==> config.mk <==
export PLATFORM = sky130hd
export DESIGN_NAME = gpio3_top
export DESIGN_NICKNAME = d
export VERILOG_FILES = /design/src/gpio3_pkg.sv /design/src/gpio3_sync.sv /design/src/gpio3_port.sv /design/src/gpio3_top.sv
export SDC_FILE = /design/constraint.sdc
export NUM_CORES = 1
export LEC_CHECK = 0
export BUFFER_PORTS_ARGS = -buffer_cell sky130_fd_sc_hd__buf_2
export CORE_UTILIZATION = 50
export CTS_BUF_LIST = sky130_fd_sc_hd__clkbuf_8
export CTS_CLUSTER_SIZE = 10
export DETAILED_ROUTE_END_ITERATION = 16
export GPL_TIMING_DRIVEN = 0
export PLACE_DENSITY = 0.82
export SLEW_MARGIN = 0
export SYNTH_ARGS = -nofsm -noshare
export SYNTH_HDL_FRONTEND = slang
export SYNTH_SLANG_ARGS = --single-unit
==> constraint.sdc <==
create_clock -name clk_sys -period 7.1 [get_ports clk_sys]
set_input_delay 0.71 -clock clk_sys [delete_from_list [all_inputs] [get_ports clk_sys]]
set_output_delay 0.71 -clock clk_sys [all_outputs]
set_load 0.005 [all_outputs]
==> src/gpio3_pkg.sv <==
package gpio3_pkg;

  // ==========================================================
  // Bus geometry
  localparam int AVS_ADDR_W = 8;
  localparam int AVS_DATA_W = 32;
  localparam int AVS_BE_W   = 4;
  localparam int IDX_W      = 6;
  localparam int IDX_LSB    = 2;

  // ==========================================================
  // Register indices (byte address is four times the index)
  localparam logic [IDX_W-1:0] IDX_PORT_A_DATA  = 6'h00;
  localparam logic [IDX_W-1:0] IDX_PORT_B_DATA  = 6'h01;
  localparam logic [IDX_W-1:0] IDX_PORT_C_DATA  = 6'h02;
  localparam logic [IDX_W-1:0] IDX_PORT_A_DIR   = 6'h04;
  localparam logic [IDX_W-1:0] IDX_PORT_B_DIR   = 6'h05;
  localparam logic [IDX_W-1:0] IDX_PORT_C_DIR   = 6'h06;
  localparam logic [IDX_W-1:0] IDX_KEY_IRQ_EN   = 6'h17;
  localparam logic [IDX_W-1:0] IDX_PORT_OPTION  = 6'h1A;
  localparam logic [IDX_W-1:0] IDX_PULLUP_CTRL  = 6'h3E;

  // ==========================================================
  // Widths and reset values
  localparam int PORT_W = 8;
  localparam int PC_W   = 4;
  localparam int REG_W  = 8;
  localparam logic [PORT_W-1:0] DIR_RST   = 8'h00;
  localparam logic [PC_W-1:0]   DIR_C_RST = 4'h0;
  localparam logic [REG_W-1:0]  CTRL_RST  = 8'h00;
  localparam logic [AVS_DATA_W-1:0] RDATA_ZERO = 32'h0000_0000;

  // ==========================================================
  // Timer hand-over encodings
  localparam logic [1:0] MODE_PORT   = 2'h0;
  localparam logic [1:0] ELS_PORT    = 2'h0;
  localparam logic [2:0] PS_EXT_CLK  = 3'h7;
  localparam int         PIN_CH0     = 0;
  localparam int         PIN_EXTCLK  = 1;
  localparam int         PIN_CH1     = 2;
  localparam int         PIN_SPARE   = 3;

  // ==========================================================
  // Types
  typedef enum logic {
    BUS_IDLE = 1'b0,
    BUS_ACK  = 1'b1
  } gpio3_bus_e;

  typedef struct packed {
    logic [PC_W-1:0][1:0] mode_pair;
    logic [1:0]           els_ch0;
    logic [1:0]           els_ch1;
    logic [2:0]           prescaler;
    logic [PC_W-1:0]      drive;
    logic [PC_W-1:0]      drive_en;
  } gpio3_timer_ctrl_s;

  typedef struct packed {
    logic [PORT_W-1:0] a;
    logic [PORT_W-1:0] b;
    logic [PC_W-1:0]   c;
  } gpio3_pins_s;

endpackage

==> src/gpio3_sync.sv <==
`timescale 1ns/10ps
module gpio3_sync #(
  parameter int W = 8
) (
  input  wire logic         clk_sys,
  input  wire logic         reset,
  input  wire logic [W-1:0] async_in,
  output logic      [W-1:0] sync_out
);

  logic [W-1:0] meta_reg;

  // ==========================================================
  // Two-stage synchroniser; first stage feeds only the second
  always_ff @(posedge clk_sys) begin
    if (reset) begin
      meta_reg <= '0;
      sync_out <= '0;
    end else begin
      meta_reg <= async_in;
      sync_out <= meta_reg;
    end
  end

endmodule // gpio3_sync

==> src/gpio3_port.sv <==
`timescale 1ns/10ps
module gpio3_port #(
  parameter int W = 8
) (
  input  wire logic         open_drain,
  input  wire logic [W-1:0] latch,
  input  wire logic [W-1:0] dir,
  input  wire logic [W-1:0] pin_level,
  input  wire logic [W-1:0] timer_own,
  input  wire logic [W-1:0] timer_drive,
  input  wire logic [W-1:0] timer_drive_en,
  output logic      [W-1:0] read_val,
  output logic      [W-1:0] out_next,
  output logic      [W-1:0] oe_next
);

  // ==========================================================
  // Per-pin read mux and drive selection
  for (genvar i = 0; i < W; i++) begin : g_bit
    always_comb begin
      read_val[i] = dir[i] ? latch[i] : pin_level[i];
      if (timer_own[i]) begin
        out_next[i] = timer_drive[i];
        oe_next[i]  = timer_drive_en[i];
      end else if (open_drain) begin
        // Pull low only; a one releases the pin to the pullup
        out_next[i] = 1'b0;
        oe_next[i]  = dir[i] & ~latch[i];
      end else begin
        out_next[i] = latch[i];
        oe_next[i]  = dir[i];
      end
    end
  end

endmodule // gpio3_port

==> src/gpio3_top.sv <==
// Operation
// - Direction one enables the pin output buffer; zero leaves it an input.
// - Reset clears all direction bits of ports A, B and C.
// - Reset leaves the port data latches untouched.
// - Direction one: data read returns the stored latch bit.
// - Direction zero: data read returns the sampled pin level.
// - Data writes with byte lane 0 enabled always load the latch; input pins still read the pin.
// - Port B is eight bits, driving outputs open-drain, low only.
// - Each port B pin has its own LED drive select bit.
// - Each port B pin has its own pullup enable bit.
// - Keyboard enable bit makes port A pin an interrupt input with pullup; here the port A direction bit still sets the output enable.
// - Port C has four pins, each claimable by the timer.
// - Timer mode pair nonzero is needed to give the pin to the timer; zero keeps port.
// - Port C pins 0 and 2 follow the channel edge/level select bits.
// - Port C pin 1 feeds the timer clock when the prescaler selects it.
// - Timer-owned pins ignore direction for drive, not for read source.
// - Port C direction has only four bits.
//
// Chosen here: the Avalon-MM register port.
`timescale 1ns/10ps
module gpio3_top
  import gpio3_pkg::*;
(
  input  wire logic                             clk_sys,
  input  wire logic                             reset,
  input  wire logic [gpio3_pkg::AVS_ADDR_W-1:0] avs_address,
  input  wire logic                             avs_read,
  input  wire logic                             avs_write,
  input  wire logic [gpio3_pkg::AVS_DATA_W-1:0] avs_writedata,
  input  wire logic [gpio3_pkg::AVS_BE_W-1:0]   avs_byteenable,
  output logic      [gpio3_pkg::AVS_DATA_W-1:0] avs_readdata,
  output logic                                  avs_waitrequest,
  input  wire gpio3_pkg::gpio3_pins_s           pin_in,
  output gpio3_pkg::gpio3_pins_s                pin_out,
  output gpio3_pkg::gpio3_pins_s                pin_oe,
  output logic      [gpio3_pkg::PORT_W-1:0]     led_drive_select,
  output logic      [gpio3_pkg::PORT_W-1:0]     pullup_b_en,
  output logic      [gpio3_pkg::PORT_W-1:0]     pullup_a_en,
  output logic      [gpio3_pkg::PORT_W-1:0]     keyboard_irq_pins,
  output logic      [gpio3_pkg::PORT_W-1:0]     keyboard_irq_enable,
  input  wire gpio3_pkg::gpio3_timer_ctrl_s     timer_ctrl,
  output logic      [gpio3_pkg::PC_W-1:0]       timer_pin_level,
  output logic                                  timer_ext_clock_pin
);

  import gpio3_pkg::*;

  // ==========================================================
  // Declarations
  gpio3_bus_e bus_state_reg;
  gpio3_bus_e bus_state_next;

  logic [IDX_W-1:0]  req_idx;
  logic              req_pending;
  logic              acc_write;
  logic              wr_lane0;
  logic [REG_W-1:0]  wdata;

  logic [PORT_W-1:0] port_a_data_latch;
  logic [PORT_W-1:0] port_b_data_latch;
  logic [PC_W-1:0]   port_c_data_latch;
  logic [PORT_W-1:0] port_a_direction;
  logic [PORT_W-1:0] port_b_direction;
  logic [PC_W-1:0]   port_c_direction;
  logic [PORT_W-1:0] keyboard_irq_enable_reg;
  logic [PORT_W-1:0] port_option_control;
  logic [PORT_W-1:0] pullup_control;

  gpio3_pins_s       pin_level;
  gpio3_pins_s       read_val;
  gpio3_pins_s       out_next;
  gpio3_pins_s       oe_next;

  logic [PC_W-1:0]   timer_own;
  logic              ext_clk_sel;
  logic [REG_W-1:0]  rd_byte;

  // ==========================================================
  // Pin synchronisers
  gpio3_sync #(
    .W ($bits(gpio3_pins_s))
  ) u_sync (
    .clk_sys  (clk_sys),
    .reset    (reset),
    .async_in (pin_in),
    .sync_out (pin_level)
  );

  // ==========================================================
  // Bus handshake
  // Every access waits exactly one cycle; read data is captured
  // while waitrequest is high so it is stable at the accept edge.
  assign req_pending = (avs_read | avs_write) & (bus_state_reg == BUS_IDLE);
  assign acc_write   = avs_write & (bus_state_reg == BUS_ACK);
  assign req_idx     = avs_address[IDX_LSB +: IDX_W];
  assign wr_lane0    = acc_write & avs_byteenable[0];
  assign wdata       = avs_writedata[REG_W-1:0];

  always_comb begin
    case (bus_state_reg)
      BUS_IDLE: begin
        bus_state_next = req_pending ? BUS_ACK : BUS_IDLE;
      end
      BUS_ACK: begin
        bus_state_next = BUS_IDLE;
      end
      default: begin
        bus_state_next = BUS_IDLE;
      end
    endcase
  end

  always_ff @(posedge clk_sys) begin
    if (reset) begin
      bus_state_reg <= BUS_IDLE;
    end else begin
      bus_state_reg <= bus_state_next;
    end
  end

  always_ff @(posedge clk_sys) begin
    if (reset) begin
      avs_waitrequest <= 1'b1;
    end else begin
      avs_waitrequest <= (bus_state_next != BUS_ACK);
    end
  end

  // ==========================================================
  // Read mux
  always_comb begin
    rd_byte = '0;
    if (req_idx == IDX_PORT_A_DATA) begin
      rd_byte = read_val.a;
    end else if (req_idx == IDX_PORT_B_DATA) begin
      rd_byte = read_val.b;
    end else if (req_idx == IDX_PORT_C_DATA) begin
      rd_byte = {4'h0, read_val.c};
    end else if (req_idx == IDX_PORT_A_DIR) begin
      rd_byte = port_a_direction;
    end else if (req_idx == IDX_PORT_B_DIR) begin
      rd_byte = port_b_direction;
    end else if (req_idx == IDX_PORT_C_DIR) begin
      rd_byte = {4'h0, port_c_direction};
    end else if (req_idx == IDX_KEY_IRQ_EN) begin
      rd_byte = keyboard_irq_enable_reg;
    end else if (req_idx == IDX_PORT_OPTION) begin
      rd_byte = port_option_control;
    end else if (req_idx == IDX_PULLUP_CTRL) begin
      rd_byte = pullup_control;
    end else begin
      // Unmapped index reads as zero
      rd_byte = '0;
    end
  end

  always_ff @(posedge clk_sys) begin
    if (reset) begin
      avs_readdata <= RDATA_ZERO;
    end else if (req_pending & avs_read) begin
      avs_readdata <= {24'h000000, rd_byte};
    end
  end

  // ==========================================================
  // Data latches
  // No reset here: the latches hold their contents through reset
  always_ff @(posedge clk_sys) begin
    if (wr_lane0 && req_idx == IDX_PORT_A_DATA) begin
      port_a_data_latch <= wdata;
    end
  end

  always_ff @(posedge clk_sys) begin
    if (wr_lane0 && req_idx == IDX_PORT_B_DATA) begin
      port_b_data_latch <= wdata;
    end
  end

  always_ff @(posedge clk_sys) begin
    if (wr_lane0 && req_idx == IDX_PORT_C_DATA) begin
      port_c_data_latch <= wdata[PC_W-1:0];
    end
  end

  // ==========================================================
  // Direction registers
  always_ff @(posedge clk_sys) begin
    if (reset) begin
      port_a_direction <= DIR_RST;
    end else if (wr_lane0 && req_idx == IDX_PORT_A_DIR) begin
      port_a_direction <= wdata;
    end
  end

  always_ff @(posedge clk_sys) begin
    if (reset) begin
      port_b_direction <= DIR_RST;
    end else if (wr_lane0 && req_idx == IDX_PORT_B_DIR) begin
      port_b_direction <= wdata;
    end
  end

  always_ff @(posedge clk_sys) begin
    if (reset) begin
      port_c_direction <= DIR_C_RST;
    end else if (wr_lane0 && req_idx == IDX_PORT_C_DIR) begin
      port_c_direction <= wdata[PC_W-1:0];
    end
  end

  // ==========================================================
  // Option registers
  always_ff @(posedge clk_sys) begin
    if (reset) begin
      keyboard_irq_enable_reg <= CTRL_RST;
    end else if (wr_lane0 && req_idx == IDX_KEY_IRQ_EN) begin
      keyboard_irq_enable_reg <= wdata;
    end
  end

  always_ff @(posedge clk_sys) begin
    if (reset) begin
      port_option_control <= CTRL_RST;
    end else if (wr_lane0 && req_idx == IDX_PORT_OPTION) begin
      port_option_control <= wdata;
    end
  end

  always_ff @(posedge clk_sys) begin
    if (reset) begin
      pullup_control <= CTRL_RST;
    end else if (wr_lane0 && req_idx == IDX_PULLUP_CTRL) begin
      pullup_control <= wdata;
    end
  end

  // ==========================================================
  // Timer ownership of port C
  // A channel with edge/level select at zero stays general purpose
  // even with a nonzero mode pair.
  assign ext_clk_sel = (timer_ctrl.prescaler == PS_EXT_CLK);

  always_comb begin
    timer_own = '0;
    timer_own[PIN_CH0] = (timer_ctrl.mode_pair[PIN_CH0] != MODE_PORT) &
                         (timer_ctrl.els_ch0 != ELS_PORT);
    timer_own[PIN_EXTCLK] = (timer_ctrl.mode_pair[PIN_EXTCLK] != MODE_PORT) &
                            ext_clk_sel;
    timer_own[PIN_CH1] = (timer_ctrl.mode_pair[PIN_CH1] != MODE_PORT) &
                         (timer_ctrl.els_ch1 != ELS_PORT);
    timer_own[PIN_SPARE] = (timer_ctrl.mode_pair[PIN_SPARE] != MODE_PORT);
  end

  // ==========================================================
  // Port pin logic
  gpio3_port #(
    .W (PORT_W)
  ) u_port_a (
    .open_drain     (1'b0),
    .latch          (port_a_data_latch),
    .dir            (port_a_direction),
    .pin_level      (pin_level.a),
    .timer_own      ('0),
    .timer_drive    ('0),
    .timer_drive_en ('0),
    .read_val       (read_val.a),
    .out_next       (out_next.a),
    .oe_next        (oe_next.a)
  );

  gpio3_port #(
    .W (PORT_W)
  ) u_port_b (
    .open_drain     (1'b1),
    .latch          (port_b_data_latch),
    .dir            (port_b_direction),
    .pin_level      (pin_level.b),
    .timer_own      ('0),
    .timer_drive    ('0),
    .timer_drive_en ('0),
    .read_val       (read_val.b),
    .out_next       (out_next.b),
    .oe_next        (oe_next.b)
  );

  gpio3_port #(
    .W (PC_W)
  ) u_port_c (
    .open_drain     (1'b0),
    .latch          (port_c_data_latch),
    .dir            (port_c_direction),
    .pin_level      (pin_level.c),
    .timer_own      (timer_own),
    .timer_drive    (timer_ctrl.drive),
    .timer_drive_en (timer_ctrl.drive_en),
    .read_val       (read_val.c),
    .out_next       (out_next.c),
    .oe_next        (oe_next.c)
  );

  // ==========================================================
  // Registered pin drive
  // Drive level is reset too, so the pads see no unknown during reset
  // even though the latches themselves are not reset.
  always_ff @(posedge clk_sys) begin
    if (reset) begin
      pin_out <= '0;
      pin_oe  <= '0;
    end else begin
      pin_out <= out_next;
      pin_oe  <= oe_next;
    end
  end

  // ==========================================================
  // Pad options
  always_ff @(posedge clk_sys) begin
    if (reset) begin
      led_drive_select <= CTRL_RST;
      pullup_b_en      <= CTRL_RST;
      pullup_a_en      <= CTRL_RST;
    end else begin
      led_drive_select <= port_option_control;
      pullup_b_en      <= pullup_control;
      pullup_a_en      <= keyboard_irq_enable_reg;
    end
  end

  // ==========================================================
  // Keyboard interrupt inputs
  always_ff @(posedge clk_sys) begin
    if (reset) begin
      keyboard_irq_pins   <= '0;
      keyboard_irq_enable <= '0;
    end else begin
      keyboard_irq_pins   <= pin_level.a & keyboard_irq_enable_reg;
      keyboard_irq_enable <= keyboard_irq_enable_reg;
    end
  end

  // ==========================================================
  // Timer inputs
  always_ff @(posedge clk_sys) begin
    if (reset) begin
      timer_pin_level     <= '0;
      timer_ext_clock_pin <= 1'b0;
    end else begin
      timer_pin_level     <= pin_level.c & timer_own;
      timer_ext_clock_pin <= pin_level.c[PIN_EXTCLK] & ext_clk_sel;
    end
  end

endmodule // gpio3_top

Yosys cells after proc, flatten, opt, wreduce, memory -nomap -nowiden. Cells that the tools add are included.

Word-level logic and storage cells: 119. Register bits after elaboration: 191. Input bits: 91. Output and inout port bits: 118.

Equal/unequal tests: 9. Muxes and demuxes: 39. Bitwise operators: 29. Reduce and logical (&&, ||, !) cells: 16.

Operator list (count): $mux 8 (9); $mux 1 (29); $eq 6x3->1 const B (3); $and 1x1->1 (16); $eq 6x5->1 const B (2); $reduce_bool 2->1 (6); $not 1->1 (10); $logic_and 1x1->1 (9); $and 8x8->8 (1); $eq 6x1->1 const B (1); $eq 6x2->1 const B (1); $eq 6x6->1 const B (1); $logic_not 6->1 (1); $and 4x4->4 (1); $eq 3x3->1 const B (1); $pmux 1 s2 (1); $or 1x1->1 (1).

Longest topological paths before layout. Gate-level depths: netlist of run 1.

Depth after elaboration: 10. Depth in mapped cells: 8. Gate-level depth less buffers: 5.

Cells and area by module. From an unflattened synthesis of run 1, not the netlist that was laid out.

Cell total of the unflattened synthesis: 738. Area, all modules: 7721.2 sq um.

Modules (own cells, without submodules): gpio3_top (instances 1, seq. area each 3223.1 sq um, cells an instance 512, area each 5574.1 sq um); gpio3_sync (instances 1, seq. area each 800.8 sq um, cells an instance 84, area each 1156.1 sq um); gpio3_port at u_port_a ... (instances 2, seq. area each 0.0 sq um, cells an instance 57, area each 397.9 sq um); gpio3_port at u_port_c (instances 1, seq. area each 0.0 sq um, cells an instance 28, area each 195.2 sq um).

Worst setup path before layout of run 1. Ideal clock, no wire load.

Path type: input-to-reg. Start: input port avs_address[6] (netlist bit). End: register port_a_data_latch[0] (enable). Setup time: 395 ps. Slack: 4255 ps. Arrival time: 2450 ps. Cell stages on the path: 4. Buffers on the path: 2. Path through: buf_2 -> or4_1 -> clkbuf_1 -> nor4_1.

Longest elaborated chain between the ends: 2.

Ends and longest elaborated chain: start, declared (line gpio3_top.sv:26) `input wire logic [gpio3_pkg::AVS_ADDR_W-1:0] avs_address,`; $logic_not 6->1 (line gpio3_top.sv:169) `if (wr_lane0 && req_idx == IDX_PORT_A_DATA) begin`; $logic_and 1x1->1 (line gpio3_top.sv:169); end signal, assigned (line gpio3_top.sv:170) `port_a_data_latch <= wdata;`; end, declared (line gpio3_top.sv:59) `logic [PORT_W-1:0] port_a_data_latch;`.

Every way passes these cells. A chain may end at the register's enable or synchronous reset.

Worst setup path in the final report of run 1.
Start: input port avs_address[6] (netlist bit). End: register avs_readdata[2] (netlist bit).

Longest elaborated chain between the ends: 10. Elaborated cells between the ends (all ways): 18. Those cells by class: eq/ne (8); mux (9); reduce/logical (1).

Ends and longest elaborated chain: $eq 6x6->1 (line gpio3_top.sv:149) `end else if (req_idx == IDX_PULLUP_CTRL) begin`; $mux 8 (line gpio3_top.sv:149); $mux 8 (line gpio3_top.sv:147) `end else if (req_idx == IDX_PORT_OPTION) begin`; $mux 8 (line gpio3_top.sv:145) `end else if (req_idx == IDX_KEY_IRQ_EN) begin`; $mux 8 (line gpio3_top.sv:143) `end else if (req_idx == IDX_PORT_C_DIR) begin`; $mux 8 (line gpio3_top.sv:141) `end else if (req_idx == IDX_PORT_B_DIR) begin`; $mux 8 (line gpio3_top.sv:139) `end else if (req_idx == IDX_PORT_A_DIR) begin`; $mux 8 (line gpio3_top.sv:137) `end else if (req_idx == IDX_PORT_C_DATA) begin`; $mux 8 (line gpio3_top.sv:135) `end else if (req_idx == IDX_PORT_B_DATA) begin`; $mux 8 (*) (line gpio3_top.sv:133) `if (req_idx == IDX_PORT_A_DATA) begin`; end signal, assigned (line gpio3_top.sv:161) `avs_readdata <= {24'h000000, rd_byte};`; end, declared (line gpio3_top.sv:31) `output logic [gpio3_pkg::AVS_DATA_W-1:0] avs_readdata,`.

Every way passes the cells marked *; elsewhere a longest branch is shown, timed or not.

==> key figures, run 1 <==
Run status
  – Status: finished clean

STA
  – Hold slack: around 0.44 ns
  – Final Hold Viols: 0
  – Period utilization: 0.372
  – Skew final: 0.0142 ns
  – Worst Tran Pin Value: 0.979 ns
  – RSZ-0062 raised after global routing: no
  – Fin crit period: between 2 and 3 ns
  – Final Max Tran Viols: 0
  – Setup TNS: 0 ns
  – Max Fclk: around 0.38 GHz
  – Final worst-path setup slack: 4.46 ns
  – # setup viols final: 0
  – Worst slew margin: 0.345

Floorplanning
  – Die Wd: roughly 120 um
  – Core area: around 13000 um2
  – Initial core utilization: 0.511
  – Io pins: 209
  – Row cnt: 42
  – Die area: approximately 14000 um2
  – Die Ht: between 100 and 150 um

CTS
  – Clock-pin slew on the worst setup and hold paths: ~0.08 ns
  – Root Driver: clkbuf_8
  – Post-cts hold buffer count: 0
  – H-tree depth: 4
  – Clk sinks: approximately 180
  – Maximum root-to-sink buffer count: 2
  – Clk Latency, worst-skew pair: approximately 0.47 ns
  – Setup Fix Bufs, Post-CTS: 0
  – # resized after CTS: 0
  – CTS tree: yes
  – CTS Buf Count: 17

Layout
  – FILL cells: 1082
  – Share of cells above drive strength 1: 0.281
  – Area occupied by multi-input gates: 2540 um2
  – FF+latch area: just under 4000 um2
  – Most frequent cells in the layout: dfxtp_1 (163), buf_2 (148), nor2b_1 (85)
  – Finished Core Util: 0.620
  – NumNets Final: about 900
  – N_diodes: 0
  – Most common cell after layout, fill and taps aside: dfxtp_1
  – Area Overhead vs Synth: 21.4%

Setup path
  – CP arrival: 3.00 ns
  – FF-to-FF setup slack: around 4.8 ns
  – FF-to-FF path depth: 5
  – CP Max Fanout: 10
  – CP Data Required Time: ~7.5 ns
  – RR Endpoint: port_b_direction[7]
  – Setup crit end kind: flop
  – CP Class: primary input to flop
  – Reg2reg start: bus_state_reg
  – CP startpoint kind: primary input

Global routing
  – Grt total ovfl: 0
  – Pin count of the biggest net entering global routing: 17
  – Vias in the first global route: between 4000 and 5000
  – Initial antenna violation count: 0
  – First-pass GRT wire length: 25300 um
  – Tot GR Track Use: 0.240

Synth
  – Post-synth EDFFs: 20
  – Warnings from Yosys: 0
  – Post-Syn Area: 6740 um2
  – #FFs+latches synth: 183
  – Register area share after synthesis: 0.574
  – Syn Area/Cell: 11.0 um2
  – Main synth FF type: dfxtp_1
  – Synth cell types: 54
  – Gate Count Post-Synth: just over 600
  – Post-synth ARST share: 0

Route
  – Antenna-violating nets left: 0
  – DRT Pass-1 Iters: 5
  – DR vias: approximately 5000
  – Routed wire length: between 15000 and 20000 um
  – Drt wl/cell: approximately 16 um
  – DR DRC count: 0
  – DRT iter0 DRCs: approximately 360
  – Vias per std cell: approximately 5.0

Placement
  – Dpl ws: about 4.1 ns
  – I/O Buffers: 144
  – GP Congestion: 0.913
  – HPWL after DPL: ~12000 um

Pwr
  – Peak supply drop: 0.000116 V
  – Leak: 3.64 nW
  – Power per cell area: ~230 nW/um2

Min path
  – Endpoint, Worst Hold: u_sync.sync_out[6]
  – Worst min path class: flop to flop
  – Min-delay src: u_sync.meta_reg[6]
  – Worst Hold Path Cells: 1

Run
  – Max Cap Violations: 0
[per-stage QoR]
| step | area [um2] | cells | power (mW) |
|---|---|---|---|
| 2_1_floorplan | 6850 | 644 | 1.16 |
| 3_3_place_gp | 7790 | 964 | 1.20 |
| 3_5_place_dp | 7800 | 964 | 1.20 |
| 4_1_cts | 8170 | 995 | 1.86 |
| 5_1_grt | 8170 | 995 | 1.92 |
| 6_report | 8170 | 995 | 1.85 |
[cells by family after synthesis]
logic type | share of synthesized area
compound gates | 0.0626
buf+inv | 0.0671
flops | 0.574
mux | 0.117
other cells | 0.000557
simple gates | 0.179
[cells in the mapped netlist, drive strengths merged (2+ instances only)]
master   count  area, um2
dfxtp      163       3260
nor2b       85        532
mux2i       70        701
nor2        68        258
buf         50        358
clkbuf      23       86.3
edfxtp      20        601
nor3b       12       90.1
nand2       10       37.5
and2         9       56.3
mux2         8       90.1
a211oi       7       52.6
a21oi        7       35.0
o21ai        7       35.0
o22ai        7       43.8
nand3        6       30.0
nand2b       5       31.3
nor3         5       36.3
a2111oi      4       35.0
a311oi       4       35.0
or4          4       30.0
a222oi       3       30.0
nand4        3       18.8
a22oi        2       15.0
a31oi        2       12.5
inv          2       7.51
o211ai       2       15.0
o21a         2       15.0
o21bai       2       15.0
o32ai        2       17.5
or2          2       12.5
or3          2       12.5
[where the power goes]
| part | switching (mW) | internal [mW] |
|---|---|---|
| clock network | 0.346 | 0.324 |
| logic | 0.0665 | 0.0498 |
| registers | 0.00604 | 1.06 |
| total | 0.419 | 1.43 |
[layer usage]
| layer | routed length (um) | GRT usage | part of all wire |
|---|---|---|---|
| met5 | 0 | 0 | 0 |
| met4 | 288 | 0.0913 | 0.018 |
| met3 | 1070 | 0.0586 | 0.067 |
| met2 | 7460 | 0.386 | 0.47 |
| met1 | 7090 | 0.311 | 0.45 |
[layout make-up]
class,instances,share of cell area
sequential,183,0.473
multi-input combinational,386,0.311
timing repair buffer,144,0.0882
buffer,73,0.0543
clock buffer,19,0.0320
tap,176,0.0269
clock inverter,12,0.0139
inverter,2,0.000918
[critical path, cell delays in order]
cell      delay (ns)
buf_2           0.15
or4_1           0.53
clkbuf_1        0.27
nor3_1          0.76
a21oi_1         0.29
a22oi_1         0.22
nand2_1         0.06
[worst max path at each step]
stage,from,end,slack [ns],cells after the start
floorplan,avs_address[6],port_a_data_latch[0],4.26,4
finish,avs_address[6],avs_readdata[2],4.46,7
global placement,avs_address[6],port_a_data_latch[4],3.83,4
detailed placement,avs_address[6],avs_readdata[2],4.05,7
global route,avs_address[6],avs_readdata[2],4.33,7
CTS,avs_address[6],avs_readdata[2],4.55,7
No activity file was read; power rests on OpenSTA's default activity.
==> inputs of run 2 (changes only) <==
--- a/config.mk
+++ b/config.mk
@@ -5,6 +5,7 @@
 export SDC_FILE = /design/constraint.sdc
 export NUM_CORES = 1
 export LEC_CHECK = 0
+export ABC_AREA = 1
 export BUFFER_PORTS_ARGS = -buffer_cell sky130_fd_sc_hd__buf_2
 export CORE_UTILIZATION = 50
 export CTS_BUF_LIST = sky130_fd_sc_hd__clkbuf_8
==> constraint.sdc (replaced) <==
create_clock -name clk_sys -period 2.52 [get_ports clk_sys]
set_input_delay 0.252 -clock clk_sys [delete_from_list [all_inputs] [get_ports clk_sys]]
set_output_delay 0.252 -clock clk_sys [all_outputs]
set_load 0.005 [all_outputs]
==> key figures, run 2 <==
Pwr
  – Clock share of power: 0.391
  – Combinational power share: 0.063
  – P_sw: around 1.3 mW
  – Leak: between 3 and 4 nW
  – Power Internal: between 4 and 5 mW
  – Net Sw Frac: 0.228
  – Power per cell area: between 600 and 700 nW/um2
  – Peak supply drop: 0.000410 V
  – Part of the power in registers: 0.546

Route
  – Drt wl/cell: ~13 um
  – DR DRC count: 0
  – Antenna-violating nets left: 0
  – Routed wire length: 16000 um
  – DRT iter0 DRCs: 356
  – DRT Pass-1 Iters: 5
  – DR vias: between 5000 and 6000
  – Vias per std cell: 4.64

CTS
  – Clock-pin slew on the worst setup and hold paths: ~0.09 ns
  – CTS tree: yes
  – Post-cts hold buffer count: 20
  – Clk Latency, worst-skew pair: 0.47 ns
  – Maximum root-to-sink buffer count: 2
  – Root Driver: clkbuf_8
  – Setup Fix Bufs, Post-CTS: 0
  – H-tree depth: 4
  – # resized after CTS: 0
  – Clk sinks: approximately 180
  – CTS Buf Count: 17

Synth
  – Most frequent cell after synthesis: dfxtp_1
  – Gate Count Post-Synth: 792
  – Main synth FF type: dfxtp_1
  – Synth cell types: 31
  – Most area-hungry cell type in the Yosys netlist: dfxtp_1
  – Register area share after synthesis: 0.578
  – Warnings from Yosys: 0
  – Post-Syn Area: 6680 um2
  – Syn Area/Cell: about 8.4 um2
  – Most common library cells after synthesis: dfxtp_1 (163), nor2_1 (147), inv_1 (117)
  – Area contributors post-synth: dfxtp_1 (49%), edfxtp_1 (9.0%), nor2_1 (8.3%)
  – Share of the synthesized area in the top cell type: 0.489
  – Post-synth ARST share: 0
  – #FFs+latches synth: ~180
  – Post-synth EDFFs: 20

Setup path
  – CP startpoint kind: flop
  – CP peak stage delay: roughly 0.72 ns
  – WP buf/inv: 0
  – Slowest CP cell: nor3_1
  – CP Class: flop to flop
  – CP arrival: ~1.8 ns
  – Setup crit end kind: flop
  – Worst path top cell family by delay: simple AND/OR/NAND/NOR gates
  – CP Max Fanout: 8
  – Critical path cell sequence: nand3_1 > nor3_1
  – CP Data Required Time: 2.62 ns

STA
  – Skew final: roughly 0.011 ns
  – Max Fclk: around 0.58 GHz
  – Final Hold Viols: 0
  – # setup viols final: 0
  – Worst Tran Pin Value: between 0.7 and 0.8 ns
  – RSZ-0062 raised after global routing: no
  – Worst slew margin: 0.489
  – Setup TNS: 0 ns
  – Period utilization: 0.688
  – Hold slack: 0.0171 ns
  – Final Max Tran Viols: 0
  – Fin crit period: approximately 1.7 ns

Global routing
  – First-pass GRT wire length: 25100 um
  – Pin count of the biggest net entering global routing: 17
  – Grt total ovfl: 0
  – Initial antenna violation count: 1
  – Vias in the first global route: 5082
  – Tot GR Track Use: 0.237

Run
  – Max Cap Violations: 0

Layout
  – Final instance area: ~8400 um2
  – Share of cells above drive strength 1: 0.250
  – NumNets Final: 1100
  – Area Overhead vs Synth: 25.6%
  – N_diodes: 0
  – Area occupied by multi-input gates: around 2000 um2
  – Most common cell after layout, fill and taps aside: dfxtp_1
  – Most frequent cells in the layout: dfxtp_1 (163), buf_2 (149), nor2_1 (147)
  – Finished Core Util: 0.654
  – FILL cells: 1096
  – FF+latch area: roughly 3900 um2

Floorplanning
  – Initial core utilization: 0.521
  – Row cnt: 41
  – Die area: about 14000 um2
  – Die Ht: 118 um
  – Die Wd: ~120 um
  – Core area: 12800 um2
  – Io pins: roughly 210

Min path
  – Worst min path class: primary input to flop

Placement
  – GP Congestion: approximately 0.9
  – I/O Buffers: roughly 150
  – HPWL after DPL: 11700 um
  – Cell Area, Placed: slightly below 8000 um2

Run status
  – Status: finished clean
## run 2: changes by cell type after synthesis, moves of 11 or more
| cell | previous run | this run |
|---|---|---|
| o21ai_0 | 7 | 54 |
| nor2_1 | 67 | 147 |
| a21oi_1 | 7 | 53 |
| mux2i_1 | 70 | 0 |
| inv_1 | 2 | 117 |
| nor3b_1 | 12 | 0 |
| nor2b_1 | 85 | 0 |
| nand3_1 | 6 | 17 |
| nand2_1 | 10 | 87 |
## run 2: cell type report
type,instances,share of cell area
Timing Repair Buffer,167,0.112
Buffer,66,0.0536
Multi-Input combinational cell,451,0.241
Clock inverter,14,0.0230
Sequential cell,183,0.461
Tap cell,172,0.0257
Inverter,123,0.0551
Clock buffer,18,0.0295
## run 2: worst min-delay path, stage by stage
cell and delay (ns):
buf_2 0.08, inv_1 0.04, nor2_1 0.08
## run 2: power groups by stage
stage	combinational (mW)	clock, mW	sequential, mW
floorplan	0.184	0	3.07
global placement	0.313	0	3.07
detailed placement	0.317	0	3.07
CTS	0.342	2.18	3.01
global route	0.383	2.32	3.01
finish	0.346	2.15	3.01
## run 2: logic make-up (layout without fill, tap and decap cells)
| family | Yosys count | after routing | share of synthesized area |
|---|---|---|---|
| AOI/OAI and AO/OA | 131 | 131 | 0.105 |
| other | 1 | 32 | 0.000561 |
| and+or+nand+nor | 288 | 288 | 0.180 |
| buffers and inverters | 189 | 388 | 0.136 |
| DFF | 183 | 183 | 0.578 |
## run 2: routing by layer
layer	global-route usage	routed length, um
met2	0.386	7480
met1	0.299	6930
met3	0.0664	1340
met5	0	14
met4	0.0881	271
## run 2: final timing paths
path / start / slack [ns] / endpoint / cells past startpoint
worst max register to register: bus_state_reg / 0.79 / port_c_data_latch[2] / 2
worst min register to register: u_sync.meta_reg[17] / 0.40 / u_sync.sync_out[17] / 2
worst max-delay path: bus_state_reg / 0.79 / port_c_data_latch[2] / 2
worst min-delay path: pin_in[8] / 0.02 / u_sync.meta_reg[8] / 3
## run 2: per-stage QoR
stage,cells,setup WS [ns],power [mW]
2_1_floorplan,823,1.09,3.26
3_3_place_gp,1142,0.698,3.39
3_5_place_dp,1142,0.642,3.39
4_1_cts,1194,0.754,5.53
5_1_grt,1194,0.608,5.71
6_report,1194,0.786,5.51
==> inputs of run 3 (changes only) <==
--- a/config.mk
+++ b/config.mk
@@ -7,12 +7,12 @@
 export LEC_CHECK = 0
 export ABC_AREA = 1
 export BUFFER_PORTS_ARGS = -buffer_cell sky130_fd_sc_hd__buf_2
-export CORE_UTILIZATION = 50
+export CORE_UTILIZATION = 48
 export CTS_BUF_LIST = sky130_fd_sc_hd__clkbuf_8
 export CTS_CLUSTER_SIZE = 10
 export DETAILED_ROUTE_END_ITERATION = 16
 export GPL_TIMING_DRIVEN = 0
-export PLACE_DENSITY = 0.82
+export PLACE_DENSITY = 0.83
 export SLEW_MARGIN = 0
 export SYNTH_ARGS = -nofsm -noshare
 export SYNTH_HDL_FRONTEND = slang
==> constraint.sdc (replaced) <==
create_clock -name clk_sys -period 1.5 [get_ports clk_sys]
set_input_delay 0.15 -clock clk_sys [delete_from_list [all_inputs] [get_ports clk_sys]]
set_output_delay 0.15 -clock clk_sys [all_outputs]
set_load 0.005 [all_outputs]
==> key figures, run 3 (synthesis results as in run 2) <==
Floorplanning
  – Initial core utilization: 0.498
  – Core area: between 10000 and 15000 um2
  – Row cnt: 42
  – Die area: 14400 um2
  – Io pins: approximately 210
  – Die Ht: about 120 um
  – Die Wd: between 100 and 150 um

Min path
  – Worst min path class: primary input to flop
  – Endpoint, Worst Hold: port_a_data_latch[0]
  – Min-delay src: avs_writedata[0]
  – Worst Hold Path Cells: 1

Pwr
  – Peak supply drop: slightly below 0.0006 V
  – Leak: ~4 nW
  – Part of the power in registers: 0.553
  – P_sw: roughly 2.1 mW
  – Power Internal: roughly 7 mW
  – Net Sw Frac: 0.230
  – Power per cell area: between 1000 and 1500 nW/um2
  – Combinational power share: 0.068
  – Design Power: between 9 and 10 mW
  – Clock share of power: 0.378

Global routing
  – Vias in the first global route: between 5000 and 6000
  – First-pass GRT wire length: 25900 um
  – Initial antenna violation count: 1
  – Tot GR Track Use: 0.240
  – Grt total ovfl: 0
  – Pin count of the biggest net entering global routing: 17

Route
  – DR DRC count: 0
  – Vias per std cell: 4.72
  – DRT Pass-1 Iters: 5
  – DR vias: 5735
  – DRT iter0 DRCs: approximately 420
  – Drt wl/cell: 13.9 um
  – Routed wire length: ~17000 um
  – Antenna-violating nets left: 0

STA
  – Fin crit period: 1.44 ns
  – Final Hold Viols: 0
  – Skew final: between 0.01 and 0.015 ns
  – Worst Tran Pin Value: ~0.65 ns
  – Period utilization: 0.960
  – Final Max Tran Viols: 0
  – Hold slack: roughly 0.019 ns
  – # setup viols final: 0
  – RSZ-0062 raised after global routing: no
  – Worst slew margin: 0.569
  – Max Fclk: a little under 0.7 GHz

CTS
  – Clk sinks: roughly 180
  – CTS tree: yes
  – Maximum root-to-sink buffer count: 2
  – CTS Buf Count: 17
  – Clk Latency, worst-skew pair: 0.48 ns
  – Clock-pin slew on the worst setup and hold paths: ~0.09 ns
  – Root Driver: clkbuf_8
  – H-tree depth: 4

Layout
  – Area Overhead vs Synth: 28.1%
  – Finished Core Util: 0.639
  – Share of cells above drive strength 1: 0.251
  – NumNets Final: about 1100
  – FF+latch area: 3860 um2
  – Cell Count, Final, Fillers Out: approximately 1200
  – Most common cell after layout, fill and taps aside: dfxtp_1
  – Area occupied by multi-input gates: between 2000 and 2500 um2
  – Final instance area: ~8600 um2
  – Most frequent cells in the layout: dfxtp_1 (163), buf_2 (150), nor2_1 (145)
  – FILL cells: 1103

Placement
  – GP Congestion: roughly 0.93
  – Inst Count DP: 1146
  – I/O Buffers: about 150
  – Cell Area, Placed: 7750 um2
  – HPWL after DPL: between 10000 and 15000 um

Setup path
  – CP Data Required Time: approximately 1.9 ns
  – Setup crit end kind: flop
  – CP Class: flop to flop
  – FF-to-FF setup slack: 0.06 ns
  – CP Max Fanout: 10
  – CP startpoint kind: flop
  – CP arrival: ~1.8 ns
  – RR Endpoint: port_a_direction[6]
  – Reg2reg start: bus_state_reg
  – FF-to-FF path depth: 6

Run
  – Max Cap Violations: 0

Run status
  – Status: finished clean
==> run 3: cell types whose count changed in the layout (fill, tap and decap cells not counted), moves of 2 or more <==
cell	before	now
nor2_1	147	145
nor3_2	0	2
dlygate4sd3_1	20	36
nor3_1	11	9
nor2_2	8	10
inv_6	4	2
==> run 3: stage by stage <==
stage,setup TNS (ns),setup slack [ns]
after global placement,-4.77,-0.241
after detailed placement,-5.44,-0.279
after global routing,0,0.0281
after floorplan,0,0.164
final,0,0.0603
after CTS,0,0.0147
==> run 3: power groups by stage <==
stage	sequential, mW	combinational [mW]	clock [mW]
final	5.05	0.625	3.45
after global routing	5.06	0.689	3.66
after CTS	5.05	0.612	3.49
after detailed placement	5.17	0.533	0
after global placement	5.16	0.525	0
after floorplan	5.16	0.308	0
==> run 3: cell type report <==
cell class                 instances  share of cell area
tap                              176              0.0257
sequential                       183               0.451
antenna                            1            0.000292
clock buffer                      19              0.0306
timing repair buffer             183               0.128
buffer                            66              0.0526
clock inverter                    12              0.0177
multi-input combinational        451               0.240
inverter                         123              0.0539
==> run 3: worst max-delay path by stage <==
| stage | slack, ns | from | to |
|---|---|---|---|
| final | 0.06 | bus_state_reg | port_a_direction[6] |
| after floorplan | 0.16 | bus_state_reg | port_a_data_latch[0] |
| after CTS | 0.01 | bus_state_reg | port_a_direction[6] |
| after detailed placement | -0.28 | bus_state_reg | port_c_data_latch[3] |
| after global placement | -0.24 | bus_state_reg | port_b_data_latch[0] |
| after global routing | 0.03 | bus_state_reg | port_a_direction[6] |
==> run 3: what timing repair did <==
action | in CTS | in global routing
setup buffers | 0 | 0
endpoints found under the hold margin | 38 | 0
setup endpoints to repair | 25 | 4
pin swaps | 0 | 0
hold buffers | 36 | 0
gates resized for setup | 6 | 5
cloned | 0 | 0
==> run 3: routing by layer <==
metal  share of wire  vias up  wire length [um]  track usage
met4           0.030        0               515        0.103
met2            0.47      278              7900        0.393
li1                -     2861                 -            -
met3           0.093       50              1570       0.0656
met5               0        -                 0            0
met1            0.41     2546              6930        0.294
==> run 3: worst max-delay path: stages (launching register included) <==
cell	delay (ns)
dfxtp_1	0.38
nand3_4	0.17
nor3_2	0.21
inv_2	0.10
buf_4	0.19
o21ai_1	0.18
a21oi_1	0.09
